File: src/verilog/afpc_pkg.sv
/*
 * Constants, field layout and carrier types for the alarm filter and
 * status pin configuration block.
 * Assumes a single MCLK domain and a synchronous active-high reset.
 */
// Contract
// - Enable bit 15 drives the status pin
// - Enable cleared leaves the pin undriven
// - Select 0 routes data-available to the pin
// - Select 1 routes converter-ready to the pin
// - Channel debounce code picks 1 to 256 samples
// - Local temperature code picks 1 to 8 samples
// - Remote 2 code picks 1 to 8 samples
// - Remote 1 code picks 1 to 8 samples
// - Arrangement bit 7 selects PNP remote sensing
// - Shutdown bit forces amplifier off on alarm
// - Amplifier stays off until alarm cleared
// - Shutdown bit 0 leaves amplifier untouched
package afpc_pkg;

    localparam int          ADDR_W      = 7;
    localparam int          DATA_W      = 16;
    localparam int          THR_W       = 9;
    localparam logic [6:0]  CFG_ONE_OFS = 7'h11;
    localparam logic [15:0] CFG_ONE_RST = 16'h036A;
    localparam logic [15:0] RD_NONE     = 16'h0000;
    localparam logic [8:0]  THR_ONE     = 9'h001;
    localparam logic [8:0]  CNT_ZERO    = 9'h000;
    localparam logic [8:0]  CNT_STEP    = 9'h001;

    typedef struct packed {
        logic       pin_enable;
        logic       pin_select;
        logic [2:0] reserved;
        logic [2:0] ch_debounce;
        logic       remote_pnp;
        logic       supply_shutdown;
        logic [1:0] lt_debounce;
        logic [1:0] rt2_debounce;
        logic [1:0] rt1_debounce;
    } afpc_cfg_t;

    // One sample of a monitored quantity, on the same clock as this block
    typedef struct packed {
        logic valid;
        logic out_range;
    } afpc_smp_t;

    typedef enum logic [2:0] {
        AS_ARMED   = 3'h1,
        AS_TRIPPED = 3'h2,
        AS_BYPASS  = 3'h4
    } afpc_amp_t;

    // Codes 0..7 give 1, 4, 8 ... 256 consecutive samples
    function automatic logic [8:0] ch_thresh(input logic [2:0] code);
        logic [8:0] t;
        // Widen the shift amount first: code 7 plus one must not wrap to zero
        t = (code == 3'h0) ? THR_ONE : (THR_ONE << ({1'b0, code} + 4'h1));
        return t;
    endfunction

    // Codes 0..3 give 1, 2, 4, 8 consecutive samples
    function automatic logic [8:0] temp_thresh(input logic [1:0] code);
        logic [8:0] t;
        t = THR_ONE << code;
        return t;
    endfunction

endpackage

File: src/verilog/afpc_debounce.sv
/*
 * Consecutive out-of-range sample counter for one monitored quantity.
 * Assumes samples and threshold are on MCLK; threshold is at least one.
 */
`timescale 1ns/1ps
module afpc_debounce #(
    parameter int THR_W = 9
) (
    input  wire logic             mclk,
    input  wire logic             rst,
    input  wire afpc_pkg::afpc_smp_t smp,
    input  wire logic [THR_W-1:0] thresh,
    output logic                  alarm
);
    logic [THR_W-1:0] cnt_q;
    logic [THR_W-1:0] cnt_d;
    logic             alarm_q;
    logic             alarm_d;
    logic [THR_W-1:0] cnt_inc;

    if (THR_W < 2) begin : g_chk
        $error("afpc_debounce: THR_W too small");
    end

    always_comb begin
        cnt_inc = cnt_q + THR_W'(1);
        cnt_d   = cnt_q;
        alarm_d = alarm_q;
        if (smp.valid && smp.out_range) begin
            // Saturate at the threshold so long runs cannot wrap
            if (cnt_q < thresh) begin
                cnt_d = cnt_inc;
            end
            if (cnt_inc >= thresh) begin
                alarm_d = 1'b1;
            end
        end else if (smp.valid) begin
            cnt_d   = '0;
            alarm_d = 1'b0;
        end
    end

    always_ff @(posedge mclk) begin
        if (rst) begin
            cnt_q   <= '0;
            alarm_q <= 1'b0;
        end else begin
            cnt_q   <= cnt_d;
            alarm_q <= alarm_d;
        end
    end

    assign alarm = alarm_q;
endmodule

File: src/verilog/afpc_status_pin.sv
/*
 * Shared status pin driver: picks data-available or converter-ready
 * and drives or releases the pin.
 * Assumes both indications come from logic on MCLK.
 */
`timescale 1ns/1ps
module afpc_status_pin (
    input  wire logic mclk,
    input  wire logic rst,
    input  wire logic pin_enable,
    input  wire logic pin_select,
    input  wire logic data_available_flag,
    input  wire logic adc_ready_flag,
    output logic      pin_o,
    output logic      pin_oe
);
    logic o_q;
    logic o_d;
    logic oe_q;
    logic oe_d;

    always_comb begin
        oe_d = pin_enable;
        o_d  = 1'b0;
        if (pin_enable) begin
            o_d = pin_select ? adc_ready_flag : data_available_flag;
        end
    end

    always_ff @(posedge mclk) begin
        if (rst) begin
            o_q  <= 1'b0;
            oe_q <= 1'b0;
        end else begin
            o_q  <= o_d;
            oe_q <= oe_d;
        end
    end

    assign pin_o  = o_q;
    assign pin_oe = oe_q;

endmodule

File: src/verilog/afpc_top.sv
/*
 * Alarm filter and status pin configuration register with the logic
 * that its fields steer: status pin, alarm debounce, remote sensor
 * arrangement and supply-alarm shutdown of the amplifier enable.
 * Assumes a register port decoded from the serial interface on MCLK,
 * and alarm samples, supply alarm and amplifier request on MCLK too.
 */
`timescale 1ns/1ps
module afpc_top #(
    parameter int N_ADC = 4
) (
    input  wire logic                          MCLK,
    input  wire logic                          RST,
    input  wire logic                          REG_WR_EN,
    input  wire logic                          REG_RD_EN,
    input  wire logic [afpc_pkg::ADDR_W-1:0]   REG_ADDR,
    input  wire logic [afpc_pkg::DATA_W-1:0]   REG_WDATA,
    output logic      [afpc_pkg::DATA_W-1:0]   REG_RDATA,
    input  wire logic                          DATA_AVAIL,
    input  wire logic                          ADC_READY,
    output logic                               STATUS_PIN_O,
    output logic                               STATUS_PIN_OE,
    input  wire afpc_pkg::afpc_smp_t [N_ADC-1:0] CH_SMP,
    input  wire afpc_pkg::afpc_smp_t           LT_SMP,
    input  wire afpc_pkg::afpc_smp_t           RT1_SMP,
    input  wire afpc_pkg::afpc_smp_t           RT2_SMP,
    output logic      [N_ADC-1:0]              CH_ALARM,
    output logic                               LT_ALARM,
    output logic                               RT1_ALARM,
    output logic                               RT2_ALARM,
    output logic                               REMOTE_PNP,
    input  wire logic                          NEG_SUPPLY_ALARM,
    input  wire logic                          AMP_ON_REQ,
    output logic                               AMP_EN
);
    afpc_pkg::afpc_cfg_t              cfg_q;
    afpc_pkg::afpc_cfg_t              cfg_d;
    logic [afpc_pkg::DATA_W-1:0]      rdata_q;
    logic [afpc_pkg::DATA_W-1:0]      rdata_d;
    logic                             pnp_q;
    logic                             pnp_d;
    afpc_pkg::afpc_amp_t              amp_st_q;
    afpc_pkg::afpc_amp_t              amp_st_d;
    logic                             amp_q;
    logic                             amp_d;
    logic [afpc_pkg::THR_W-1:0]       ch_thr;
    logic [afpc_pkg::THR_W-1:0]       lt_thr;
    logic [afpc_pkg::THR_W-1:0]       rt1_thr;
    logic [afpc_pkg::THR_W-1:0]       rt2_thr;
    logic                             sel_hit;

    if (N_ADC < 1 || N_ADC > 16) begin : g_chk
        $error("afpc_top: N_ADC out of range");
    end

    // Register port
    assign sel_hit = (REG_ADDR == afpc_pkg::CFG_ONE_OFS);

    function automatic logic [afpc_pkg::DATA_W-1:0] cfg_word(input afpc_pkg::afpc_cfg_t c);
        return c;
    endfunction

    always_comb begin
        cfg_d   = cfg_q;
        rdata_d = rdata_q;
        if (REG_WR_EN && sel_hit) begin
            // Reserved bits are stored as written; keeping them zero is the host's job
            cfg_d = afpc_pkg::afpc_cfg_t'(REG_WDATA);
        end
        if (REG_RD_EN) begin
            rdata_d = sel_hit ? cfg_word(cfg_q) : afpc_pkg::RD_NONE;
        end
    end

    always_ff @(posedge MCLK) begin
        if (RST) begin
            cfg_q   <= afpc_pkg::afpc_cfg_t'(afpc_pkg::CFG_ONE_RST);
            rdata_q <= afpc_pkg::RD_NONE;
        end else begin
            cfg_q   <= cfg_d;
            rdata_q <= rdata_d;
        end
    end

    assign REG_RDATA = rdata_q;

    // Shared status pin
    afpc_status_pin u_pin (
        .mclk                (MCLK),
        .rst                 (RST),
        .pin_enable          (cfg_q.pin_enable),
        .pin_select          (cfg_q.pin_select),
        .data_available_flag (DATA_AVAIL),
        .adc_ready_flag      (ADC_READY),
        .pin_o               (STATUS_PIN_O),
        .pin_oe              (STATUS_PIN_OE)
    );

    // Debounce thresholds
    assign ch_thr  = afpc_pkg::ch_thresh(cfg_q.ch_debounce);
    assign lt_thr  = afpc_pkg::temp_thresh(cfg_q.lt_debounce);
    assign rt2_thr = afpc_pkg::temp_thresh(cfg_q.rt2_debounce);
    assign rt1_thr = afpc_pkg::temp_thresh(cfg_q.rt1_debounce);

    for (genvar i = 0; i < N_ADC; i++) begin : g_ch
        afpc_debounce #(.THR_W(afpc_pkg::THR_W)) u_db (
            .mclk   (MCLK),
            .rst    (RST),
            .smp    (CH_SMP[i]),
            .thresh (ch_thr),
            .alarm  (CH_ALARM[i])
        );
    end

    afpc_debounce #(.THR_W(afpc_pkg::THR_W)) u_lt (
        .mclk   (MCLK),
        .rst    (RST),
        .smp    (LT_SMP),
        .thresh (lt_thr),
        .alarm  (LT_ALARM)
    );

    afpc_debounce #(.THR_W(afpc_pkg::THR_W)) u_rt1 (
        .mclk   (MCLK),
        .rst    (RST),
        .smp    (RT1_SMP),
        .thresh (rt1_thr),
        .alarm  (RT1_ALARM)
    );

    afpc_debounce #(.THR_W(afpc_pkg::THR_W)) u_rt2 (
        .mclk   (MCLK),
        .rst    (RST),
        .smp    (RT2_SMP),
        .thresh (rt2_thr),
        .alarm  (RT2_ALARM)
    );

    // Remote sensor arrangement
    always_comb begin
        pnp_d = cfg_q.remote_pnp;
    end

    always_ff @(posedge MCLK) begin
        if (RST) begin
            pnp_q <= 1'b0;
        end else begin
            pnp_q <= pnp_d;
        end
    end

    assign REMOTE_PNP = pnp_q;

    // Amplifier enable: the alarm acts in the same cycle it is seen, ahead of any request
    always_comb begin
        amp_st_d = amp_st_q;
        case (amp_st_q)
            afpc_pkg::AS_ARMED: begin
                if (!cfg_q.supply_shutdown) begin
                    amp_st_d = afpc_pkg::AS_BYPASS;
                end else if (NEG_SUPPLY_ALARM) begin
                    amp_st_d = afpc_pkg::AS_TRIPPED;
                end
            end
            afpc_pkg::AS_TRIPPED: begin
                if (!cfg_q.supply_shutdown) begin
                    amp_st_d = afpc_pkg::AS_BYPASS;
                end else if (!NEG_SUPPLY_ALARM) begin
                    amp_st_d = afpc_pkg::AS_ARMED;
                end
            end
            afpc_pkg::AS_BYPASS: begin
                if (cfg_q.supply_shutdown) begin
                    amp_st_d = NEG_SUPPLY_ALARM ? afpc_pkg::AS_TRIPPED
                                                : afpc_pkg::AS_ARMED;
                end
            end
            default: begin
                amp_st_d = afpc_pkg::AS_ARMED;
            end
        endcase
        amp_d = AMP_ON_REQ && (amp_st_d != afpc_pkg::AS_TRIPPED);
    end

    always_ff @(posedge MCLK) begin
        if (RST) begin
            amp_st_q <= afpc_pkg::AS_ARMED;
            amp_q    <= 1'b0;
        end else begin
            amp_st_q <= amp_st_d;
            amp_q    <= amp_d;
        end
    end

    assign AMP_EN = amp_q;
endmodule

File: config.mk
export PLATFORM = sky130hd
export DESIGN_NAME = afpc_top
export DESIGN_NICKNAME = d
export VERILOG_FILES = /design/src/verilog/afpc_pkg.sv /design/src/verilog/afpc_debounce.sv /design/src/verilog/afpc_status_pin.sv /design/src/verilog/afpc_top.sv
export SDC_FILE = /design/constraint.sdc
export NUM_CORES = 1
export LEC_CHECK = 0
export BUFFER_PORTS_ARGS = -buffer_cell sky130_fd_sc_hd__clkbuf_2
export CAP_MARGIN = 20
export CORE_UTILIZATION = 35
export CTS_CLUSTER_DIAMETER = 200
export CTS_CLUSTER_SIZE = 25
export DETAILED_ROUTE_END_ITERATION = 12
export PLACE_DENSITY = 0.51
export SKIP_CTS_REPAIR_TIMING = 1
export SYNTH_ARGS = -nofsm -noshare
export SYNTH_HDL_FRONTEND = slang
export SYNTH_SLANG_ARGS = --single-unit
File: constraint.sdc
create_clock -name MCLK -period 3.9 [get_ports MCLK]
set_input_delay 0 -clock MCLK [delete_from_list [all_inputs] [get_ports MCLK]]
set_output_delay 0 -clock MCLK [all_outputs]
set_load 0.03 [all_outputs]
# ---- Word-level counts from Yosys, hierarchy flattened
# Index checks and enable logic that the tools add are counted.
# W data, S select, Z words.
dict set report classes {
  n_eq_ne 19
  order_cmp 14
  div_mod_pow 0
  n_mul 0
  n_mux 52
  n_addsub 8
  shifts 4
  reduce_logical 32
  bitwise 1
}
# op count
set ops {}
lappend ops {{$mux W9} 22}
lappend ops {{$add A9 B1 Y9 const B} 7}
lappend ops {{$ge A9 B9 Y1} 7}
lappend ops {{$lt A9 B9 Y1} 7}
lappend ops {{$ne A2 B2 Y1 const B} 14}
lappend ops {{$reduce_and A2 Y1} 14}
lappend ops {{$shl A1 B2 Y9 const A} 3}
lappend ops {{$mux W1} 22}
lappend ops {{$mux W16} 1}
lappend ops {{$mux W3} 5}
lappend ops {{$reduce_bool A2 Y1} 7}
lappend ops {{$logic_and A1 B1 Y1} 9}
lappend ops {{$pmux W3 S3} 1}
lappend ops {{$shl A1 B4 Y9 const A} 1}
lappend ops {{$eq A7 B5 Y1 const B} 1}
lappend ops {{$add A3 B1 Y4 const B} 1}
lappend ops {{$eq A3 B1 Y1 const B} 1}
lappend ops {{$eq A3 B2 Y1 const B} 1}
lappend ops {{$eq A3 B3 Y1 const B} 1}
lappend ops {{$logic_not A3 Y1} 1}
lappend ops {{$ne A3 B2 Y1 const B} 1}
lappend ops {{$mux W2} 1}
lappend ops {{$reduce_or A2 Y1} 1}
lappend ops {{$not A1 Y1} 1}
dict set report word_totals {
  mem_bits_ro 0
  out_inout_bits 27
  latch_bits 0
  inputBits 45
  ramBits 0
  mem_count 0
  reg_bits 109
}

# ---- Logic depth before layout (Yosys ltp)
# Gate-level depths: netlist of run 1.
dict set report depth {
  ltp_word 6
  mapped_depth 10
}

# ---- Modules after synthesis
# From an unflattened synthesis of run 1, not the netlist that was laid out.
dict set report unflattened {
  cells_unflattened 992
  area_unflattened_um2 8699.6
}
# module instances area_each_um2 cells_each
set by_module_without_submodules {}
lappend by_module_without_submodules {{afpc_debounce (g_ch[0].u_db ...)} 6 996.0 114}
lappend by_module_without_submodules {afpc_top 1 1637.8 187}
lappend by_module_without_submodules {{afpc_debounce (u_lt)} 1 1021.0 116}
lappend by_module_without_submodules {afpc_status_pin 1 65.1 5}

# ---- Least setup slack after synthesis of run 1
# No wires, ideal clock.
dict set report synth_timing {
  path_kind {reg-to-reg}
  start {register cfg_q[10] (netlist bit)}
  end {register g_ch[2].u_db.cnt_q[6]}
  period_less_slack_ps 2609
  t_required_ps 3826
  path_stages_with_launch 10
  n_path_buf 2
  arrival_ps 2534
  path_slack_ps 1291
  path_cell_list {dfxtp_1 > buf_2 > or3b_2 > ha_1 > o21ai_0 > nor2_1 > o311a_1 > buf_6 > or4_1 > a31oi_1}
}
dict set report synth_via {
  elab_chain_len 6
  elab_cells_between_ends 7
  cone_classes {1 x add/sub; 1 x order compare; 1 x eq/ne; 1 x shift; 1 x mux; 2 x reduce/logical}
}
# item line
set synth_rtl {}
lappend synth_rtl {{from (decl)} afpc_top.sv:36} ;# afpc_pkg::afpc_cfg_t cfg_q;
lappend synth_rtl {{from (signal assigned)} afpc_top.sv:77} ;# cfg_q <= afpc_pkg::afpc_cfg_t'(afpc_pkg::CFG_ONE_RST);
lappend synth_rtl {{from (signal assigned)} afpc_top.sv:80} ;# cfg_q <= cfg_d;
lappend synth_rtl {{$add A3 B1 Y4} afpc_pkg.sv:59} ;# t = (code == 3'h0) ? THR_ONE : (THR_ONE << ({1'b0, code} + 4'h1));
lappend synth_rtl {{$shl A1 B4 Y9} afpc_pkg.sv:59}
lappend synth_rtl {{$mux W9 *} afpc_pkg.sv:59}
lappend synth_rtl {{$lt A9 B9 Y1 *} afpc_debounce.sv:31} ;# if (cnt_q < thresh) begin
lappend synth_rtl {{$ne A2 B2 Y1 (no line) *} --}
lappend synth_rtl {{$reduce_and A2 Y1 (no line) *} --}
lappend synth_rtl {{to (signal assigned)} afpc_debounce.sv:48} ;# cnt_q <= cnt_d;
lappend synth_rtl {{to (decl)} afpc_debounce.sv:15} ;# logic [THR_W-1:0] cnt_q;
# Every way passes the cells marked *; elsewhere a longest branch is shown, timed or not.
# A chain may end at the register's enable or synchronous reset.

# ---- Worst setup path in the final report of run 1
dict set report layout_timing {
  start {register cfg_q[10] (netlist bit)}
  end {register g_ch[3].u_db.cnt_q[4]}
}
dict set report layout_via {
  elab_chain_len 6
  elab_cells_between_ends 7
  cone_classes {1 x add/sub; 1 x order compare; 1 x eq/ne; 1 x shift; 1 x mux; 2 x reduce/logical}
}
# item line
set layout_rtl {}
lappend layout_rtl {{$add A3 B1 Y4} afpc_pkg.sv:59}
lappend layout_rtl {{$shl A1 B4 Y9} afpc_pkg.sv:59}
lappend layout_rtl {{$mux W9 *} afpc_pkg.sv:59}
lappend layout_rtl {{$lt A9 B9 Y1 *} afpc_debounce.sv:31}
lappend layout_rtl {{$ne A2 B2 Y1 (no line) *} --}
lappend layout_rtl {{$reduce_and A2 Y1 (no line) *} --}
lappend layout_rtl {{to (signal assigned)} afpc_debounce.sv:48}
lappend layout_rtl {{to (decl)} afpc_debounce.sv:15}
# Marks and branches as above.

==> metrics.yaml, run 1 <==
wl_met1_mm: 9.52
vias: 6420
synth_edf_count: 0
drive_above_1_share: 0.148
crit_type: "register to register"
yosysUniqueCellTypes: 66
skew_ps: 5.52
tightest_slew_ps: 1060
cts_buffers: 9
finalCritPeriodShare: 0.756
clk_latency_ps: 360
grt_pass1_wl_mm: 30.3
wl_met2_mm: 8.16
routed.top_layer: "met4"
synth_top_family_by_area: "simple AND/OR/NAND/NOR gates"
fmax_mhz: 339
antenna_found_initial: 0
cap_viol_max_count: 0
cts_buffer_depth: 2
finalMaxSlewViolations: 0
r2r_start: "cfg_q[10]"
finalInstanceArea_um2: 8580
place_ws_ps: 1010
intPower_w: 0.00164
critPathRequiredTime_ps: 4120
p_seq_frac: 0.505
fin_setup_tns_ps: 0
n_antenna_cell: 0
grt_pass1_vias: 6012
p_sw_frac: 0.268
synth-seq-area-share: 0.292
final_common_cell: "dfxtp_1"
hold_violations: 2
wire_per_inst_um: 15.3
p_leak_nw: 3.76
avgViaCountPerCell: 5.31
synth_adder_area_share: 0.171
io_buffers: 71
synthArstFlopShare: 0
finalSetupViolations: 0
multi_input_area_um2: 5090
start_kind: "register"
drt_iter0_markers: 341
io_pins: 72
dpl_cell_area_um2: 8040
violations: "negative hold slack"
r2r-end: "g_ch[3].u_db.cnt_q[4]"
synthesis.area_um2: 7480
setup_ws_ps: 951
grt_max_degree: 87
track_usage: 0.172
critPathCapture: "g_ch[3].u_db.cnt_q[4]"
yosys_warnings: 0
mostFrequentLayoutCells: "109 x dfxtp_1, 102 x ha_1, 70 x clkbuf_2"
vdd_drop_max_mv: 0.168
nFillCells: 2103
chipWidth_um: 148
nets: 1076
reg2regPathDepth: 7
min_from: "RT2_SMP[0]"
yosys.area_share.simple: 0.245
crit_start: "cfg_q[10]"
synthCells: 847
wl_met3_um: 482
clk_pin_slew_ps: 80
end_kind: "register"
period_minus_slack_ps: 2950
synth_ff_type: "dfxtp_1"
drc: 0
switchingPower_w: 0.000602
outcome: "finished with violations"
start_util: 0.356
synthXorXnorAreaFrac: 0.0363
overflow: 0
rsz0062_at_grt: "no"
clockPowerShare: 0.417
cts_root_buf: "clkbuf_16"
hold_class: "input pin to register"
cts_tree: "built"
arrival_ps: 3170
synth-seq-cells: 109
synth_mux_area_frac: 0.0294
r2r_slack_ps: 950
area_delta_synth_final_pct: 14.6
dieArea_um2: 22000
hpwl_mm: 13.2
cts.sinks: 109
design.core.area_um2: 21000
pwr-share-comb: 0.078
hold_ws_ps: -33.3
antenna_left: 0
p_per_area_nw_per_um2: 262
gp_congestion: 0.787
std_cell_rows: 53
slew_headroom: 0.292
regArea_um2: 2180
drt_wl_total_mm: 18.4
fp.dieH_um: 148
htree_num_levels: 3
synth-compound-area-share: 0.196
syn_avg_cell_area_um2: 8.84
crit_fanout: 10
power_w: 0.00225
drt-pass1-iter-count: 4
-- worst min path at each step --
stage / end / slack [ps] / cells after the start
final: u_rt2.alarm / -30 / 3
after floorplan: amp_st_q[0] / 100 / 1
after global routing: u_lt.alarm / 4 / 3
after detailed placement: cfg_q[6] / 220 / 3
after CTS: amp_st_q[0] / -170 / 2
after global placement: amp_st_q[0] / 200 / 2
-- area by class of cell --
| cell class | count | area share |
|---|---|---|
| tap | 275 | 0.0401 |
| sequential | 109 | 0.254 |
| clock buffer | 9 | 0.0262 |
| multi-input combinational | 700 | 0.593 |
| timing repair buffer | 100 | 0.0744 |
| inverter | 9 | 0.00394 |
| clock inverter | 7 | 0.00802 |
-- stage by stage --
step	hold slack (ps)	std cells	util
after CTS	-174	1184	0.396
after floorplan	100	853	-
after detailed placement	217	1168	0.382
after global routing	4.40	1209	0.408
final	-33.3	1209	0.408
after global placement	204	1168	0.382
-- power by group through the flow --
stage	sequential (W)	clock, W	combinational, W
final	0.00113	0.000937	0.000175
after global routing	0.00114	0.00101	0.000197
after CTS	0.00113	0.000975	0.000156
after detailed placement	0.00116	0	0.000155
after global placement	0.00116	0	0.000156
after floorplan	0.00116	0	0.0000962
-- Yosys cell counts, types with 5 or more instances --
master	instances	area, um^2
dfxtp_1	109	2180
ha_1	102	1280
nand2_1	54	203
a21oi_1	50	250
nor2_1	48	180
o211ai_1	47	353
nand3_1	38	190
nor2b_1	37	231
o21ai_0	26	130
mux2i_1	22	220
and3_1	21	131
nand2b_1	20	125
xnor2_1	20	175
nor3_1	18	90.1
clkbuf_1	16	60.1
nand4_1	16	100
and2_1	15	93.8
or2_2	15	93.8
xor2_1	11	96.3
a21oi_2	10	87.6
nor2_2	10	62.6
inv_1	8	30.0
nand3b_1	8	60.1
a21o_1	7	52.6
a31oi_1	7	43.8
o2111ai_1	7	61.3
or4_1	7	52.6
buf_2	6	30.0
nor4_1	6	37.5
o21a_1	6	45.0
a2111oi_0	5	43.8
a211oi_1	5	37.5
a311oi_1	5	43.8
o31ai_1	5	37.5
-- registers in the layout, summed over array words and instances (netlist names) --
signal	flops
AMP_EN	1
u_pin.pin_oe	1
amp_st_q	3
u_pin.pin_o	1
pnp_d	1
g_ch.u_db.alarm	4
u_rt1.alarm	1
REG_RDATA	16
g_ch.u_db.cnt_q	36
u_rt1.cnt_q	9
u_rt2.alarm	1
REMOTE_PNP	1
u_lt.cnt_q	9
u_rt2.cnt_q	9
cfg_q	15
u_lt.alarm	1
-- worst max-delay path: stages, from the launching register on --
cell,delay [ps]
dfxtp_1,500
or3b_2,620
ha_1,250
a211oi_1,240
nor2_1,120
o311a_1,400
o21ai_0,490
o21ai_0,190
-- layer usage --
metal | up-vias | global-route usage
met3 | 16 | 0.0261
met2 | 80 | 0.269
li1 | 3343 | -
met1 | 2981 | 0.240
met4 | 0 | 0.0562
met5 | - | 0
-- kinds of logic after synthesis --
kind of cell / Yosys count
xor gates and xnor gates: 31
and+or+nand+nor: 331
buffers and inverters: 44
other: 1
AOI/OAI and AO/OA: 207
DFF: 109
muxes: 22
adders and majority gates: 102
(Power assumes the default switching activity.)
==> run 2: changes to the inputs <==
--- a/config.mk
+++ b/config.mk
@@ -11,7 +11,7 @@
 export CTS_CLUSTER_DIAMETER = 200
 export CTS_CLUSTER_SIZE = 25
 export DETAILED_ROUTE_END_ITERATION = 12
-export PLACE_DENSITY = 0.51
+export PLACE_DENSITY = 0.53
 export SKIP_CTS_REPAIR_TIMING = 1
 export SYNTH_ARGS = -nofsm -noshare
 export SYNTH_HDL_FRONTEND = slang
==> constraint.sdc (replaced) <==
create_clock -name MCLK -period 2.66 [get_ports MCLK]
set_input_delay 0 -clock MCLK [delete_from_list [all_inputs] [get_ports MCLK]]
set_output_delay 0 -clock MCLK [all_outputs]
set_load 0.03 [all_outputs]
==> run 2 against run 1 <==
Against the previous run: the run still ends with negative hold slack left; cell count is 2.8% higher; clock skew rose by 6.8 ps; worst setup slack got worse by 760 ps; cell area increased by 3.2%; die area is the same; sequential share of layout area fell by 0.78 points; register-to-register slack got worse by 760 ps; critical endpoint is now g_ch[1].u_db.cnt_q[6]; largest cell class unchanged; largest power group unchanged.
==> metrics.yaml, run 2 (synthesis results as in run 1) <==
largest-register: "g_ch.u_db.cnt_q"
std_cell_rows: 53
nets: 1110
multi_input_area_um2: 5090
cts_root_buf: "clkbuf_16"
wire_per_inst_um: 14.8
fmax_mhz: 405
min_path_cells: 3
regArea_um2: 2180
rsz0062_at_grt: "no"
largest_register_ffs: 36
clk_pin_slew_ps: 80
io_buffers: 71
finalSetupViolations: 0
cts.sinks: 109
area_delta_synth_final_pct: 18.3
holdPathEnd: "g_ch[0].u_db.alarm"
hold_class: "input pin to register"
grt_max_degree: 56
arrival_ps: 2760
vias: 6547
end_kind: "register"
vdd_drop_max_mv: 0.283
antenna_found_initial: 0
period_minus_slack_ps: 2470
r2r_start: "cfg_q[10]"
fin_setup_tns_ps: 0
tightest_slew_ps: 661
r2r-end: "g_ch[1].u_db.cnt_q[6]"
p_leak_nw: 3.93
final_common_cell: "dfxtp_1"
htree_num_levels: 3
overflow: 0
antenna_left: 0
cts_tree: "built"
reg2regPathDepth: 9
io_pins: 72
start_util: 0.356
drive_above_1_share: 0.181
crit_fanout: 9
power_w: 0.00336
r2r_slack_ps: 190
design.core.area_um2: 21000
track_usage: 0.171
crit_type: "register to register"
nFillCells: 2095
cts_buffers: 9
hold_ws_ps: -24.5
finalMaxSlewViolations: 0
violations: "negative hold slack"
slew_headroom: 0.559
clk_latency_ps: 370
drt_wl_total_mm: 18.4
chipWidth_um: 148
critPathRequiredTime_ps: 2950
grt_pass1_wl_mm: 30.6
drc: 0
drt_iter0_markers: 227
hpwl_mm: 13.5
mostFrequentLayoutCells: "109 x dfxtp_1, 102 x ha_1, 70 x clkbuf_2"
min_from: "CH_SMP[0]"
p_per_area_nw_per_um2: 379
dieArea_um2: 22000
cts_buffer_depth: 2
avgViaCountPerCell: 5.27
skew_ps: 12.3
hold_violations: 5
n_antenna_cell: 0
start_kind: "register"
finalCritPeriodShare: 0.928
grt_pass1_vias: 6104
gp_congestion: 0.803
cap_viol_max_count: 0
outcome: "finished with violations"
drt-pass1-iter-count: 4
fp.dieH_um: 148
## run 2: layout make-up
class                   count  share of cell area
inverters                   9             0.00382
clock buffers               9              0.0254
well taps                 275              0.0389
multi-input cells         700               0.575
repair buffers            134               0.100
clock inverters             7             0.00975
flip-flops and latches    109               0.246
## run 2: how the worst max path moves through the flow
| stage | start | end | slack [ps] | cells past startpoint |
|---|---|---|---|---|
| 6_report | cfg_q[10] | g_ch[1].u_db.cnt_q[6] | 190 | 9 |
| 3_5_place_dp | cfg_q[10] | g_ch[1].u_db.cnt_q[5] | 120 | 7 |
| 4_1_cts | cfg_q[10] | g_ch[1].u_db.cnt_q[5] | 80 | 7 |
| 3_3_place_gp | cfg_q[8] | g_ch[0].u_db.cnt_q[4] | 150 | 7 |
| 5_1_grt | cfg_q[10] | g_ch[0].u_db.cnt_q[4] | 10 | 9 |
| 2_1_floorplan | cfg_q[10] | g_ch[2].u_db.cnt_q[6] | 50 | 9 |
## run 2: routing by layer
layer  part of all wire  vias to the layer above  GRT usage
met5                  0                        -          0
met2               0.43                      113      0.263
met4              0.014                        0     0.0454
met3              0.041                       14     0.0331
met1               0.51                     3011      0.242
li1                   -                     3409          -
## run 2: power breakdown
group	internal, W	switching, W
clock	0.000682	0.000746
combinational	0.000114	0.000156
sequential	0.00164	0.0000136
total	0.00244	0.000915
## run 2: critical path: stages (launching register included)
cell and delay, ps:
dfxtp_1 310, buf_4 160, nand3b_1 150, buf_4 180, ha_1 310, a211oi_2 190
nor2_1 90, o311a_1 410, or4_1 430, a31oi_1 160
## run 2: stage by stage
step	instances	setup WS (ps)	util	hold slack [ps]	cell area, um^2
floorplan	853	51.5	-	100	7510
global placement	1204	149	0.395	209	8310
detailed placement	1204	117	0.395	212	8310
CTS	1220	84.2	0.410	-182	8620
global route	1243	9.58	0.421	7.44	8850
finish	1243	192	0.421	-24.5	8850
==> run 3: changes to the inputs <==
--- a/config.mk
+++ b/config.mk
@@ -5,13 +5,15 @@
 export SDC_FILE = /design/constraint.sdc
 export NUM_CORES = 1
 export LEC_CHECK = 0
-export BUFFER_PORTS_ARGS = -buffer_cell sky130_fd_sc_hd__clkbuf_2
+export ABC_AREA = 1
 export CAP_MARGIN = 20
+export CORE_MARGIN = 5
 export CORE_UTILIZATION = 35
 export CTS_CLUSTER_DIAMETER = 200
 export CTS_CLUSTER_SIZE = 25
 export DETAILED_ROUTE_END_ITERATION = 12
-export PLACE_DENSITY = 0.53
+export DONT_BUFFER_PORTS = 1
+export PLACE_DENSITY = 0.5
 export SKIP_CTS_REPAIR_TIMING = 1
 export SYNTH_ARGS = -nofsm -noshare
 export SYNTH_HDL_FRONTEND = slang
==> run 3 against run 2 <==
Against the previous run: the flow still finishes with violations (negative hold slack); via count grew 0.50%; die area grew 8.4%; clock-buffer cell count grew 4; largest cell class unchanged; largest power group unchanged.
==> metrics.yaml, run 3 <==
outcome: "finished with violations"
violations: "negative hold slack"
synth-seq-area-share: 0.299
grt_max_degree: 72
r2r-end: "g_ch[0].u_db.cnt_q[8]"
synthCells: 1001
avgViaCountPerCell: 5.00
yosys.cell_count.top_type: "nand2_1"
r2r_start: "cfg_q[10]"
cts_buffer_depth: 2
wire_per_inst_um: 14.8
clk_latency_ps: 360
htree_num_levels: 3
skew_ps: 13.7
synth_area_leaders: "dfxtp_1 30%, ha_1 18%, nand2_1 11%"
rsz0062_at_grt: "no"
crit_fanout: 9
gp_congestion: 0.831
cts_root_buf: "clkbuf_16"
critPathRequiredTime_ps: 2950
finalCritPeriodShare: 0.874
vias: 6580
largest_register_ffs: 36
io_buffers: 0
finalSetupViolations: 0
drt_iter0_markers: 270
cts_tree: "built"
p_per_area_nw_per_um2: 403
holdPathEnd: "u_rt2.alarm"
fmax_mhz: 430
synth_ff_type: "dfxtp_1"
fin_setup_tns_ps: 0
grt_pass1_wl_mm: 30.6
std_cell_rows: 52
area_delta_synth_final_pct: 13.4
hold_class: "input pin to register"
synthesis.area_um2: 7290
reg2regPathDepth: 10
yosysUniqueCellTypes: 38
synth_top_area_share: 0.299
min_from: "RT2_SMP[0]"
nets: 1188
drc: 0
power_w: 0.00333
largest-register: "g_ch.u_db.cnt_q"
overflow: 0
r2r_slack_ps: 340
min_path_cells: 4
antenna_left: 0
p_leak_nw: 3.70
vdd_drop_max_mv: 0.281
io_pins: 72
fp.dieH_um: 154
dieArea_um2: 23800
antenna_found_initial: 1
synthTopCellsByCount: "222 x nand2_1, 126 x a21oi_1, 109 x dfxtp_1"
arrival_ps: 2610
hold_violations: 10
slew_headroom: 0.501
hold_ws_ps: -31.9
synth_edf_count: 0
synthArstFlopShare: 0
start_kind: "register"
drt_wl_total_mm: 19.5
clk_pin_slew_ps: 70
synth_top_cell_by_area: "dfxtp_1"
tightest_slew_ps: 749
final_common_cell: "nand2_1"
drive_above_1_share: 0.0516
design.core.area_um2: 20400
track_usage: 0.158
crit_type: "register to register"
mostFrequentLayoutCells: "222 x nand2_1, 126 x a21oi_1, 109 x dfxtp_1"
syn_avg_cell_area_um2: 7.28
synth-seq-cells: 109
chipWidth_um: 154
cap_viol_max_count: 0
end_kind: "register"
hpwl_mm: 14.2
finalMaxSlewViolations: 0
drt-pass1-iter-count: 4
start_util: 0.358
nFillCells: 2131
period_minus_slack_ps: 2320
cts_buffers: 9
yosys_warnings: 0
cts.sinks: 109
grt_pass1_vias: 6000
## run 3: cell types whose count changed after synthesis, moves of 21 or more
| cell | previous run | this run |
|---|---|---|
| inv_1 | 8 | 93 |
| nand2_1 | 54 | 222 |
| nor2b_1 | 37 | 0 |
| nand3_1 | 38 | 85 |
| a21oi_1 | 50 | 126 |
| mux2i_1 | 22 | 1 |
| o211ai_1 | 47 | 0 |
## run 3: cells by family (layout without fill, tap and decap cells)
group,after synthesis,after routing,share of synthesized area
xor+xnor,34,34,0.0408
fa+ha+maj,102,102,0.175
simple gates,446,446,0.282
mux,1,1,0.00137
buf+inv,123,162,0.0700
other cells,1,8,0.000514
compound gates,185,185,0.131
flops,109,109,0.299
## run 3: how the worst max path moves through the flow
stage | start | end | slack, ps
after CTS | cfg_q[10] | g_ch[0].u_db.cnt_q[3] | 330
after floorplan | g_ch[0].u_db.cnt_q[1] | g_ch[0].u_db.alarm | 710
after global routing | cfg_q[10] | g_ch[0].u_db.cnt_q[3] | 110
after global placement | cfg_q[10] | g_ch[0].u_db.cnt_q[8] | 370
after detailed placement | cfg_q[10] | g_ch[0].u_db.cnt_q[3] | 350
final | cfg_q[10] | g_ch[0].u_db.cnt_q[8] | 340
## run 3: report_power, final
group	switching, W	internal (W)
Sequential	0.0000505	0.00166
Combinational	0.000177	0.000106
Clock	0.000639	0.000698
Total	0.000867	0.00246
## run 3: worst max-delay path: stages (launching register included)
cell,delay [ps]
dfxtp_1,370
inv_1,130
nand3_1,370
ha_1,460
a21oi_1,140
o21ai_0,80
nand2_1,70
nand4_2,170
inv_2,200
nand2_1,110
a21oi_1,150
## run 3: metal layers
layer | global-route usage | wire [um] | part of all wire | up-vias
met5 | 0 | 0 | 0 | -
met3 | 0.0363 | 842 | 0.043 | 27
li1 | - | - | - | 3476
met2 | 0.260 | 8720 | 0.45 | 103
met1 | 0.206 | 9420 | 0.48 | 2974
met4 | 0.0517 | 487 | 0.025 | 0
## run 3: layout make-up
| type | count | area [um^2] | share of cell area |
|---|---|---|---|
| inverters | 97 | 364 | 0.0440 |
| repair buffers | 49 | 473 | 0.0572 |
| clock inverters | 3 | 26.3 | 0.00318 |
| multi-input cells | 775 | 4620 | 0.559 |
| well taps | 270 | 338 | 0.0409 |
| clock buffers | 13 | 260 | 0.0315 |
| diodes | 1 | 2.50 | 0.000303 |
| flip-flops and latches | 109 | 2180 | 0.264 |
## run 3: per-stage QoR
stage	utilization	area [um^2]	hold slack [ps]	setup WS, ps	instances
finish	0.406	8270	-31.9	336	1317
global route	0.406	8270	1.18	108	1317
CTS	0.389	7930	-312	326	1285
detailed placement	0.375	7640	80.5	348	1269
global placement	0.375	7640	80.2	373	1269
floorplan	-	7310	113	714	1007
